[config.mk]
export PLATFORM = sky130hd
export DESIGN_NAME = irq_ctrl
export DESIGN_NICKNAME = d
export VERILOG_FILES = /design/src/design/irq_ctrl_pkg.sv /design/src/design/irq_ctrl.sv
export SDC_FILE = /design/constraint.sdc
export NUM_CORES = 1
export LEC_CHECK = 0
export BUFFER_PORTS_ARGS = -buffer_cell sky130_fd_sc_hd__buf_2
export CAP_MARGIN = 5
export CELL_PAD_IN_SITES_DETAIL_PLACEMENT = 0
export CELL_PAD_IN_SITES_GLOBAL_PLACEMENT = 1
export CORE_AREA = 2 2 117 119
export CTS_CLUSTER_SIZE = 24
export DETAILED_ROUTE_END_ITERATION = 16
export DIE_AREA = 0 0 119 121
export PLACE_DENSITY_LB_ADDON = 0.2
export SLEW_MARGIN = 20
export SYNTH_ARGS = -nofsm -noshare
export SYNTH_HDL_FRONTEND = slang
export SYNTH_SLANG_ARGS = --single-unit
[constraint.sdc]
create_clock -name clk_i -period 5.8 [get_ports clk_i]
set_input_delay 1.45 -clock clk_i [delete_from_list [all_inputs] [get_ports clk_i]]
set_output_delay 1.45 -clock clk_i [all_outputs]
set_load 0.02 [all_outputs]
[src/design/irq_ctrl_pkg.sv]
// constants, register map and source numbering of the interrupt controller
// Overview of operation
// - twelve sources, each high or low level
// - per-source enable, pending flag, priority, vector
// - request needs global and source enable
// - vectors eight bytes apart from 0003H
// - external groups trigger rising, falling or both
// - timer 0/1 flags auto-clear on acknowledge
// - timer 2 flag cleared by software only
// - converter flag cleared on start, set done
// - serial frame-done flag cleared by software
// - pulse overflow flag auto-clears on acknowledge
// - groups merge 3, 4, 6 pins
// - external edges wake from stop mode
// - base tick and touch also wake
// - same level: smallest index wins
// - high preempts low; same level waits
// - one instruction after return before grant
package irq_ctrl_pkg;
	localparam int NUM_SRC = 12;
	localparam int GRP0_PINS = 3;
	localparam int GRP1_PINS = 4;
	localparam int GRP2_PINS = 6;
	localparam int EXT_PINS = GRP0_PINS + GRP1_PINS + GRP2_PINS;
	localparam int GRP1_LSB = GRP0_PINS;
	localparam int GRP2_LSB = GRP0_PINS + GRP1_PINS;
	localparam logic [15:0] VECTOR_BASE = 16'h0003;
	localparam logic [15:0] VECTOR_STEP = 16'h0008;
	// source indices in query order
	localparam int SRC_EXT0 = 0;
	localparam int SRC_TIMER0 = 1;
	localparam int SRC_EXT1 = 2;
	localparam int SRC_TIMER1 = 3;
	localparam int SRC_UART = 4;
	localparam int SRC_TIMER2 = 5;
	localparam int SRC_CONV = 6;
	localparam int SRC_SERIAL = 7;
	localparam int SRC_PULSE = 8;
	localparam int SRC_BASE = 9;
	localparam int SRC_EXT2 = 10;
	localparam int SRC_TOUCH = 11;
	// flags that hardware clears when the core takes the vector
	localparam logic [11:0] AUTO_CLEAR_MASK = 12'hF0F;
	// register byte offsets
	localparam logic [7:0] REG_CTRL = 8'h00;
	localparam logic [7:0] REG_ENABLE = 8'h04;
	localparam logic [7:0] REG_PRIORITY = 8'h08;
	localparam logic [7:0] REG_PENDING = 8'h0C;
	localparam logic [7:0] REG_RISE_EN = 8'h10;
	localparam logic [7:0] REG_FALL_EN = 8'h14;
	localparam logic [7:0] REG_EVT_STATUS = 8'h18;
	localparam logic [7:0] REG_EVT_MASK = 8'h1C;
	localparam logic [7:0] REG_SERVICE = 8'h20;
	localparam logic [7:0] REG_CONV_CTRL = 8'h24;
	localparam int CTRL_GIE_BIT = 0;
	localparam int CONV_DONE_BIT = 5;
	// event status bits
	localparam int EVT_GRANT = 0;
	localparam int EVT_WAKE = 1;
	localparam int EVT_RETURN = 2;
	localparam int NUM_EVT = 3;
	// reset values
	localparam logic [11:0] SRC_RESET = 12'h000;
	localparam logic [12:0] EDGE_RESET = 13'h0000;
	localparam logic [2:0] EVT_RESET = 3'h0;
	localparam logic [15:0] VECTOR_RESET = 16'h0000;
	localparam logic [31:0] DATA_RESET = 32'h0000_0000;
endpackage

[src/design/irq_ctrl.sv]
// twelve-source two-level interrupt controller with wishbone register slave
`timescale 1ns/1ps
`default_nettype none
module irq_ctrl (
	input wire logic clk_i,
	input wire logic rst_i,
	// wishbone classic slave
	input wire logic cyc_i,
	input wire logic stb_i,
	input wire logic we_i,
	input wire logic [7:0] adr_i,
	input wire logic [3:0] sel_i,
	input wire logic [31:0] dat_i,
	output logic [31:0] dat_o,
	output logic ack_o,
	// external pin groups
	input wire logic [2:0] ext_irq_group0_i,
	input wire logic [3:0] ext_irq_group1_i,
	input wire logic [5:0] ext_irq_group2_i,
	// peripheral event pulses
	input wire logic timer0_overflow_i,
	input wire logic timer1_overflow_i,
	input wire logic timer2_overflow_i,
	input wire logic uart_rx_tx_done_i,
	input wire logic conversion_start_i,
	input wire logic conversion_done_i,
	input wire logic serial_frame_done_i,
	input wire logic pulse_overflow_i,
	input wire logic base_tick_i,
	input wire logic touch_overflow_i,
	// core side
	input wire logic irq_ack_i,
	input wire logic reti_i,
	input wire logic instr_done_i,
	input wire logic stop_mode_i,
	output logic irq_req_o,
	output logic [15:0] irq_vector_o,
	output logic irq_level_o,
	output logic wakeup_o,
	output logic irq_o
);
	localparam int N = irq_ctrl_pkg::NUM_SRC;

	// lowest set index, valid flag in bit 4
	function automatic logic [4:0] pick_lowest(input logic [11:0] req);
		logic [4:0] r;
		r = 5'h00;
		for (int i = N - 1; i >= 0; i--) begin
			if (req[i]) begin
				r = {1'b1, 4'(i)};
			end
		end
		return r;
	endfunction

	function automatic logic [31:0] merge(input logic [31:0] old,
			input logic [31:0] wr, input logic [3:0] sel);
		logic [31:0] r;
		r = old;
		for (int b = 0; b < 4; b++) begin
			if (sel[b]) begin
				r[8*b +: 8] = wr[8*b +: 8];
			end
		end
		return r;
	endfunction

	function automatic logic [15:0] vector_of(input logic [3:0] idx);
		return 16'(irq_ctrl_pkg::VECTOR_BASE
			+ 16'(irq_ctrl_pkg::VECTOR_STEP * {12'h000, idx}));
	endfunction

	logic global_irq_enable;
	logic [11:0] enable;
	logic [11:0] priority_select_reg;
	logic [11:0] pending;
	logic [12:0] ext_rising_enable;
	logic [12:0] ext_falling_enable;
	logic [2:0] evt_status;
	logic [2:0] evt_mask;
	logic active_low;
	logic active_high;
	logic post_return;
	logic [12:0] pins_prev;
	logic [3:0] grant_idx;

	// bus decode; lanes merge into the old value, no slicing of a call
	localparam logic [31:0] DATA_ZERO = irq_ctrl_pkg::DATA_RESET;
	logic bus_req;
	logic bus_wr;
	logic [31:0] wr_word;
	logic [31:0] en_word, pri_word, rise_word, fall_word;
	always_comb begin
		bus_req = cyc_i & stb_i;
		bus_wr = bus_req & we_i & ack_o;
		wr_word = merge(DATA_ZERO, dat_i, sel_i);
		en_word = merge({20'h0, enable}, dat_i, sel_i);
		pri_word = merge({20'h0, priority_select_reg}, dat_i, sel_i);
		rise_word = merge({19'h0, ext_rising_enable}, dat_i, sel_i);
		fall_word = merge({19'h0, ext_falling_enable}, dat_i, sel_i);
	end

	// external edge detection; pins are synchronous to clk_i
	logic [12:0] pins;
	logic [12:0] pin_hit;
	logic ext0_edge;
	logic ext1_edge;
	logic ext2_edge;
	always_comb begin
		pins = {ext_irq_group2_i, ext_irq_group1_i, ext_irq_group0_i};
		pin_hit = (pins & ~pins_prev & ext_rising_enable)
			| (~pins & pins_prev & ext_falling_enable);
		ext0_edge = |pin_hit[irq_ctrl_pkg::GRP1_LSB-1:0];
		ext1_edge = |pin_hit[irq_ctrl_pkg::GRP2_LSB-1:
			irq_ctrl_pkg::GRP1_LSB];
		ext2_edge = |pin_hit[irq_ctrl_pkg::EXT_PINS-1:
			irq_ctrl_pkg::GRP2_LSB];
	end

	always_ff @(posedge clk_i) begin
		if (rst_i) begin
			pins_prev <= irq_ctrl_pkg::EDGE_RESET;
		end else begin
			pins_prev <= pins;
		end
	end

	// hardware set events per source
	logic [11:0] set_evt;
	always_comb begin
		set_evt = 12'h000;
		set_evt[irq_ctrl_pkg::SRC_EXT0] = ext0_edge;
		set_evt[irq_ctrl_pkg::SRC_TIMER0] = timer0_overflow_i;
		set_evt[irq_ctrl_pkg::SRC_EXT1] = ext1_edge;
		set_evt[irq_ctrl_pkg::SRC_TIMER1] = timer1_overflow_i;
		set_evt[irq_ctrl_pkg::SRC_UART] = uart_rx_tx_done_i;
		set_evt[irq_ctrl_pkg::SRC_TIMER2] = timer2_overflow_i;
		set_evt[irq_ctrl_pkg::SRC_CONV] = conversion_done_i;
		set_evt[irq_ctrl_pkg::SRC_SERIAL] = serial_frame_done_i;
		set_evt[irq_ctrl_pkg::SRC_PULSE] = pulse_overflow_i;
		set_evt[irq_ctrl_pkg::SRC_BASE] = base_tick_i;
		set_evt[irq_ctrl_pkg::SRC_EXT2] = ext2_edge;
		set_evt[irq_ctrl_pkg::SRC_TOUCH] = touch_overflow_i;
	end

	// arbitration
	logic ack_take;
	logic [11:0] req;
	logic [4:0] hi_pick;
	logic [4:0] lo_pick;
	logic win_valid;
	logic win_level;
	logic [3:0] win_idx;
	always_comb begin
		ack_take = irq_req_o & irq_ack_i;
		req = pending & enable & {N{global_irq_enable}};
		hi_pick = pick_lowest(req & priority_select_reg);
		lo_pick = pick_lowest(req & ~priority_select_reg);
		win_valid = 1'b0;
		win_level = 1'b0;
		win_idx = 4'h0;
		if (post_return) begin
			win_valid = 1'b0;
		end else if (hi_pick[4] && !active_high) begin
			win_valid = 1'b1;
			win_level = 1'b1;
			win_idx = hi_pick[3:0];
		end else if (lo_pick[4] && !active_high && !active_low) begin
			win_valid = 1'b1;
			win_idx = lo_pick[3:0];
		end
	end

	// request strobe and vector; dropped the cycle after acknowledge
	always_ff @(posedge clk_i) begin
		if (rst_i) begin
			irq_req_o <= 1'b0;
			irq_vector_o <= irq_ctrl_pkg::VECTOR_RESET;
			irq_level_o <= 1'b0;
			grant_idx <= 4'h0;
		end else if (ack_take) begin
			irq_req_o <= 1'b0;
		end else begin
			irq_req_o <= win_valid;
			irq_vector_o <= vector_of(win_idx);
			irq_level_o <= win_level;
			grant_idx <= win_idx;
		end
	end

	// in-service levels
	always_ff @(posedge clk_i) begin
		if (rst_i) begin
			active_low <= 1'b0;
			active_high <= 1'b0;
		end else if (ack_take) begin
			if (irq_level_o) begin
				active_high <= 1'b1;
			end else begin
				active_low <= 1'b1;
			end
		end else if (reti_i) begin
			// return ends the innermost handler, high nests inside low
			if (active_high) begin
				active_high <= 1'b0;
			end else begin
				active_low <= 1'b0;
			end
		end
	end

	// hold off grants until one instruction has run after a return
	always_ff @(posedge clk_i) begin
		if (rst_i) begin
			post_return <= 1'b0;
		end else if (reti_i) begin
			post_return <= 1'b1;
		end else if (instr_done_i) begin
			post_return <= 1'b0;
		end
	end

	// pending flags; a hardware set wins over any clear
	logic [11:0] clr_evt;
	always_comb begin
		clr_evt = 12'h000;
		if (ack_take) begin
			clr_evt[grant_idx] = irq_ctrl_pkg::AUTO_CLEAR_MASK[grant_idx];
		end
		if (bus_wr && adr_i == irq_ctrl_pkg::REG_PENDING) begin
			clr_evt = clr_evt | wr_word[11:0];
		end
		if (bus_wr && adr_i == irq_ctrl_pkg::REG_CONV_CTRL
				&& sel_i[0] && !dat_i[irq_ctrl_pkg::CONV_DONE_BIT]) begin
			clr_evt[irq_ctrl_pkg::SRC_CONV] = 1'b1;
		end
		if (conversion_start_i) begin
			clr_evt[irq_ctrl_pkg::SRC_CONV] = 1'b1;
		end
	end

	always_ff @(posedge clk_i) begin
		if (rst_i) begin
			pending <= irq_ctrl_pkg::SRC_RESET;
		end else begin
			pending <= (pending & ~clr_evt) | set_evt;
		end
	end

	// software configuration
	always_ff @(posedge clk_i) begin
		if (rst_i) begin
			global_irq_enable <= 1'b0;
			enable <= irq_ctrl_pkg::SRC_RESET;
			priority_select_reg <= irq_ctrl_pkg::SRC_RESET;
			ext_rising_enable <= irq_ctrl_pkg::EDGE_RESET;
			ext_falling_enable <= irq_ctrl_pkg::EDGE_RESET;
			evt_mask <= irq_ctrl_pkg::EVT_RESET;
		end else if (bus_wr) begin
			case (adr_i)
				irq_ctrl_pkg::REG_CTRL: begin
					if (sel_i[0]) begin
						global_irq_enable <= dat_i[irq_ctrl_pkg::CTRL_GIE_BIT];
					end
				end
				irq_ctrl_pkg::REG_ENABLE: begin
					enable <= en_word[11:0];
				end
				irq_ctrl_pkg::REG_PRIORITY: begin
					priority_select_reg <= pri_word[11:0];
				end
				irq_ctrl_pkg::REG_RISE_EN: begin
					ext_rising_enable <= rise_word[12:0];
				end
				irq_ctrl_pkg::REG_FALL_EN: begin
					ext_falling_enable <= fall_word[12:0];
				end
				irq_ctrl_pkg::REG_EVT_MASK: begin
					if (sel_i[0]) begin
						evt_mask <= dat_i[2:0];
					end
				end
				default: begin
				end
			endcase
		end
	end

	// wake from stop: external edges, base tick, touch counter
	logic wake_evt;
	always_comb begin
		wake_evt = stop_mode_i & (ext0_edge | ext1_edge | ext2_edge
			| base_tick_i | touch_overflow_i);
	end

	always_ff @(posedge clk_i) begin
		if (rst_i) begin
			wakeup_o <= 1'b0;
		end else begin
			wakeup_o <= wake_evt;
		end
	end

	// sticky event status, write one to clear, set wins
	logic [2:0] evt_set;
	logic [2:0] evt_clr;
	always_comb begin
		evt_set = 3'h0;
		evt_set[irq_ctrl_pkg::EVT_GRANT] = ack_take;
		evt_set[irq_ctrl_pkg::EVT_WAKE] = wake_evt;
		evt_set[irq_ctrl_pkg::EVT_RETURN] = reti_i;
		evt_clr = 3'h0;
		if (bus_wr && adr_i == irq_ctrl_pkg::REG_EVT_STATUS && sel_i[0]) begin
			evt_clr = dat_i[2:0];
		end
	end

	always_ff @(posedge clk_i) begin
		if (rst_i) begin
			evt_status <= irq_ctrl_pkg::EVT_RESET;
			irq_o <= 1'b0;
		end else begin
			evt_status <= (evt_status & ~evt_clr) | evt_set;
			irq_o <= |(((evt_status & ~evt_clr) | evt_set) & evt_mask);
		end
	end

	// read mux
	logic [31:0] rd_word;
	always_comb begin
		rd_word = DATA_ZERO;
		case (adr_i)
			irq_ctrl_pkg::REG_CTRL:
				rd_word[irq_ctrl_pkg::CTRL_GIE_BIT] = global_irq_enable;
			irq_ctrl_pkg::REG_ENABLE: rd_word[11:0] = enable;
			irq_ctrl_pkg::REG_PRIORITY: rd_word[11:0] = priority_select_reg;
			irq_ctrl_pkg::REG_PENDING: rd_word[11:0] = pending;
			irq_ctrl_pkg::REG_RISE_EN: rd_word[12:0] = ext_rising_enable;
			irq_ctrl_pkg::REG_FALL_EN: rd_word[12:0] = ext_falling_enable;
			irq_ctrl_pkg::REG_EVT_STATUS: rd_word[2:0] = evt_status;
			irq_ctrl_pkg::REG_EVT_MASK: rd_word[2:0] = evt_mask;
			irq_ctrl_pkg::REG_SERVICE:
				rd_word[22:0] = {post_return, irq_level_o, irq_req_o,
					irq_vector_o, grant_idx};
			irq_ctrl_pkg::REG_CONV_CTRL:
				rd_word[irq_ctrl_pkg::CONV_DONE_BIT] =
					pending[irq_ctrl_pkg::SRC_CONV];
			default: rd_word = DATA_ZERO;
		endcase
	end

	// one wait state: ack follows the request by one edge, then drops
	always_ff @(posedge clk_i) begin
		if (rst_i) begin
			ack_o <= 1'b0;
			dat_o <= irq_ctrl_pkg::DATA_RESET;
		end else begin
			ack_o <= bus_req & ~ack_o;
			dat_o <= rd_word;
		end
	end
endmodule // irq_ctrl
`default_nettype wire

; ---- After elaboration in Yosys (flattened, before gate mapping)
; Memory sizes are Yosys's and may differ from the RTL's. A register that Yosys moved wholly into a read port is not among the register bits.
; Index checks and enable logic that the tools add are counted.
[word_totals]
regBits = 142
mem_bits_ro = 16
mem_count = 1
output_inout_bits = 53
inputBits = 76
[op_classes]
eq_ne = 12
mux = 58
n_addsub = 1
bitwise = 33
magnitude_cmp = 2
reduce_logical = 34
[memory_table]
columns = memory, words, width, read_ports, rd_clocked_by_memory_dff, wr, line_no
row1 = (no name shown), 16, 1, 1, 1, 0, irq_ctrl.sv:228  ; clr_evt[grant_idx] = irq_ctrl_pkg::AUTO_CLEAR_MASK[grant_idx];
[ops]
columns = op, n
row1 = 5-bit two-way mux, 24
row2 = 12-bit AND, 6
row3 = 13-bit AND, 4
row4 = 6-bit case mux with 6 select lines, 1
row5 = 3-bit AND reduction, 11
row6 = 8-bit by 5-bit == test with 1-bit output (second input constant), 4
row7 = 13-bit NOT, 2
row8 = 12-bit two-way mux, 2
row9 = 4-bit two-way mux, 6
row10 = 12-bit NOT, 2
row11 = 12-bit bitwise OR, 2
row12 = 1-bit two-way mux, 17
row13 = 8-bit by 4-bit == test with 1-bit output (second input constant), 2
row14 = 8-bit by 6-bit == test with 1-bit output (second input constant), 2
row15 = 2-bit case mux with 8 select lines, 1
row16 = 13-bit bitwise OR, 1
row17 = 2-bit case mux with 6 select lines, 1
row18 = 1-bit logical AND, 10
row19 = 1-bit case mux with 9 select lines, 1
row20 = 3-bit OR reduction, 3
row21 = 2-bit by 7-bit adder with 8-bit output (first input constant), 1
row22 = 8-bit by 3-bit == test with 1-bit output (second input constant), 1
row23 = 8-bit zero test, 1
row24 = 8-bit two-way mux, 1
row25 = 20 further kinds, 34

; ---- Logic depth before layout (Yosys ltp)
[depth]
depth_word = 22
ltp_mapped = 9

; ---- Worst setup path after synthesis
; OpenSTA, ideal clock, no wires.
[synth_timing]
kind = input to register
startpoint = input adr_i[1]
endpoint = register priority_select_reg[0]
cell_stages = 7
arrival_ps = 3198
setup_time_ps = 128
path_slack_ps = 2474
path_cell_list = or4_4 > buf_6 > or4b_4 > nor2_8 > nand3_4 > mux2i_1 > nor2_1
[synth_between]
elab_chain_len = 2
[synth_lines]
columns = element, line_no
row1 = start: declaration, irq_ctrl.sv:11  ; input wire logic [7:0] adr_i,
row2 = 8-bit by 4-bit == test with 1-bit output, irq_ctrl.sv:260  ; case (adr_i)
row3 = 3-bit AND reduction (no source line), -
row4 = end signal: assignment, irq_ctrl.sv:255  ; priority_select_reg <= irq_ctrl_pkg::SRC_RESET;
row5 = end signal: assignment, irq_ctrl.sv:270  ; priority_select_reg <= pri_word[11:0];
row6 = end: declaration, irq_ctrl.sv:75  ; logic [11:0] priority_select_reg;
; No other way between the ends.
; A chain may end at the register's enable or synchronous reset.

; ---- Worst setup path after layout
[layout_timing]
startpoint = input adr_i[1]
endpoint = register dat_o[11]
[layout_between]
elab_chain_len = 2
[layout_lines]
columns = element, line_no
row1 = "8-bit by 6-bit == test with 1-bit output, or another cell as far along", irq_ctrl.sv:332  ; case (adr_i)
row2 = 6-bit case mux with 6 select lines *, irq_ctrl.sv:332
row3 = end signal: assignment, irq_ctrl.sv:356  ; dat_o <= irq_ctrl_pkg::DATA_RESET;
row4 = end signal: assignment, irq_ctrl.sv:359  ; dat_o <= rd_word;
row5 = end: declaration, irq_ctrl.sv:14  ; output logic [31:0] dat_o,
; Mark *: on every way between the ends. The rest lies on a longest branch, timed or not.

==> impl_metrics.tcl <==
set metrics [dict create \
    crit_chain "buf_2 > or4_4 > nor4b_4 > a22oi_1 > nor2_1 > a31oi_1 > nor2_1" \
    synth_top_family_by_area "simple AND/OR/NAND/NOR gates" \
    post_dp_cell_area_um2 5926 \
    rr_worst_depth 6 \
    arrival_ns 3.76 \
    grt_usage_pct 23.43 \
    switching_share_pct 24.02 \
    vias 5174 \
    ys_seq_area_share_pct 40.50 \
    largest_register "dat_o" \
    grt_first_pass_wirelength_um 26050 \
    crit_top_cell "nor2_1" \
    clkPwrFrac_pct 41.9 \
    routed_wl_um 16730 \
    grt_use_met2_pct 35.60 \
    fin_area_um2 6235 \
    async_flop_share_pct 0 \
    pwr-share-seq_pct 51.2 \
    initialDrtViolationCount 413 \
    synthTopCellsByCount "dfxtp_1, nand2_1, nor2_1" \
    synth_cells 673 \
    floorplan.rows 42 \
    synthFlopType "dfxtp_1" \
    cts-htree-levels 3 \
    ir_drop_uv 125.4 \
    cts-root-buf "clkbuf_16" \
    synth_area_leader_cell "dfxtp_1" \
    cts_resized 0 \
    grt_overflow_total 0 \
    synth_edf_count 0 \
    die_y_um 121 \
    yosys-top-cells-area "dfxtp_1, nand2_1, mux2i_1" \
    antenna_violating_nets_post_route 0 \
    synth_cell_type_count 59 \
    drive_gt1_share_pct 15.51 \
    slew_headroom_pct 34.96 \
    die_w_um 119 \
    critPathTopFamily "simple AND/OR/NAND/NOR gates" \
    end_kind "flop" \
    clock.fmax_mhz 287.6 \
    synthMostInstantiatedCell "dfxtp_1" \
    synth_compound_area_share_pct 17.85 \
    worst-slew-pin-transition_ns 0.9714 \
    critPathKind "input pin to flop" \
    grt_util_met1_pct 34.15 \
    port_buffers 81 \
    hold_path_class "flop to flop" \
    grt_max_degree 69 \
    tritoncts "done" \
    area_delta_synth_final_pct 12.61 \
    synth-xor-area-share_pct 0 \
    synthSimpleGateAreaFrac_pct 29.29 \
    path_clk_slew_ns 0.07 \
    ys_seq_elements 112 \
    drc 0 \
    hold_viol_final 0 \
    largest_reg_flops 16 \
    crit_path_start_kind "input pin" \
    final.setup.tns_ns 0 \
    slew_violations 0 \
    vias_per_cell 5.679 \
    yosysWarningCount 0 \
    finalWorstPathRequiredPeriod_ns 3.477 \
    start_util_pct 42.31 \
    numClockSinks 112 \
    use_met3_pct 2.726 \
    place_hpwl_um 12460 \
    combPwrFrac_pct 6.9 \
    synth.top_cell.area_share_pct 40.50 \
    outcome "completed" \
    syn_area_per_cell_um2 8.227 \
    io_pins 129 \
    antenna_cells 0 \
    synthAdderAreaFrac_pct 0 \
    core-area_um2 13090 \
    switchingPower_uw 370.9 \
    rsz0062_at_grt "no" \
    skew_ns 0.007094 \
    grt_pass1_vias 4722 \
    layout.nets 806 \
    p_leak_uw 0.002469 \
    critPathRequiredTime_ns 6.08 \
    power.internal_uw 1173 \
    max_stage_delay_ns 0.88 \
    netlist_area_um2 5537 \
    setup_viol 0 \
    cts_hold_buf 0 \
    clk_latency_ns 0.36 \
    synth_mux_area_share_pct 5.424 \
    cap_violations 0 \
    slowest_stage "nor4b_4" \
    fin_total_pwr_uw 1544 \
    dr.pass1.iters 5 \
    wl_per_cell_um 18.37 \
    gp_congestion 0.9437 \
    path_buf_inv 1 \
    cts.path.max_buffers 2 \
    cp.depth 7 \
    cp_max_fo 19 \
    power.density_nw_per_um2 247.7 \
    fin_crit_sh_pct 59.95 \
    cts_setup_buffers 0 \
    dieArea_um2 14400 \
    min_path_cells 1 \
    antenna_found_initial 0 \
    cts_inserted_buffers 9 \
    grt.busiest_layer "met2" \
]
-- power groups by stage --
stage	combinational [uW]	clock, uW	sequential (uW)
finish	106	647	791
floorplan	73.7	0	806
detailed placement	104	0	808
global route	114	693	792
global placement	103	0	808
CTS	105	656	790
-- cells by family (layout without fill, tap and decap cells) --
| family | count (synthesis) | in the layout |
|---|---|---|
| AOI/OAI and AO/OA | 160 | 160 |
| buffers and inverters | 69 | 106 |
| DFF | 112 | 112 |
| muxes | 30 | 30 |
| other | 1 | 26 |
| and+or+nand+nor | 301 | 301 |
-- cells in the final DEF (no fill, tap or decap), types with 5 or more instances in the layout --
cell | Yosys | routed
conb_1 | 1 | 26
nor2b_1 | 18 | 18
nand2b_1 | 7 | 7
a221oi_1 | 19 | 19
buf_2 | 7 | 81
nand3b_1 | 19 | 19
nand2_1 | 86 | 86
dfxtp_1 | 112 | 112
nor2_1 | 76 | 76
a21oi_1 | 52 | 52
nand4b_1 | 13 | 13
a22oi_1 | 12 | 12
inv_1 | 5 | 5
mux2i_1 | 30 | 30
o21ai_0 | 45 | 45
nand4_1 | 19 | 19
clkbuf_16 | 0 | 9
nor4_1 | 6 | 6
nand3_1 | 17 | 17
nor3_1 | 9 | 9
a31oi_1 | 12 | 12
-- layer usage --
layer	wire [um]	part of all wire [%]
met1	8019	48
met2	7374	44
met3	1023	6.1
met4	315	1.9
met5	0	0
-- layout make-up --
class / instances / area [um2]
clock buffers: 12 / 256.5
clock inverters: 4 / 52.55
fillers: 1305 / 6850
inverters: 6 / 22.52
multi-input cells: 517 / 3013
flip-flops and latches: 112 / 2242
well taps: 176 / 220.2
repair buffers: 84 / 427.9
-- per-stage QoR --
step,setup slack (ns),std cells,util (%),hold slack (ns)
after floorplan,2.474,698,-,0.4454
after global placement,1.992,895,45.29,0.4151
after detailed placement,1.977,895,45.29,0.4240
after CTS,2.344,911,47.65,0.4342
after global routing,2.172,911,47.65,0.4694
final,2.323,911,47.65,0.4286
-- worst paths after layout --
| kind | start | end | slack [ns] |
|---|---|---|---|
| max | adr_i[1] | dat_o[11] | 2.32 |
| min reg2reg | ack_o | ack_o | 0.43 |
| min | ack_o | ack_o | 0.43 |
| max reg2reg | global_irq_enable | grant_idx[1] | 3.18 |
Note: power is estimated with default switching activity, not from simulation.
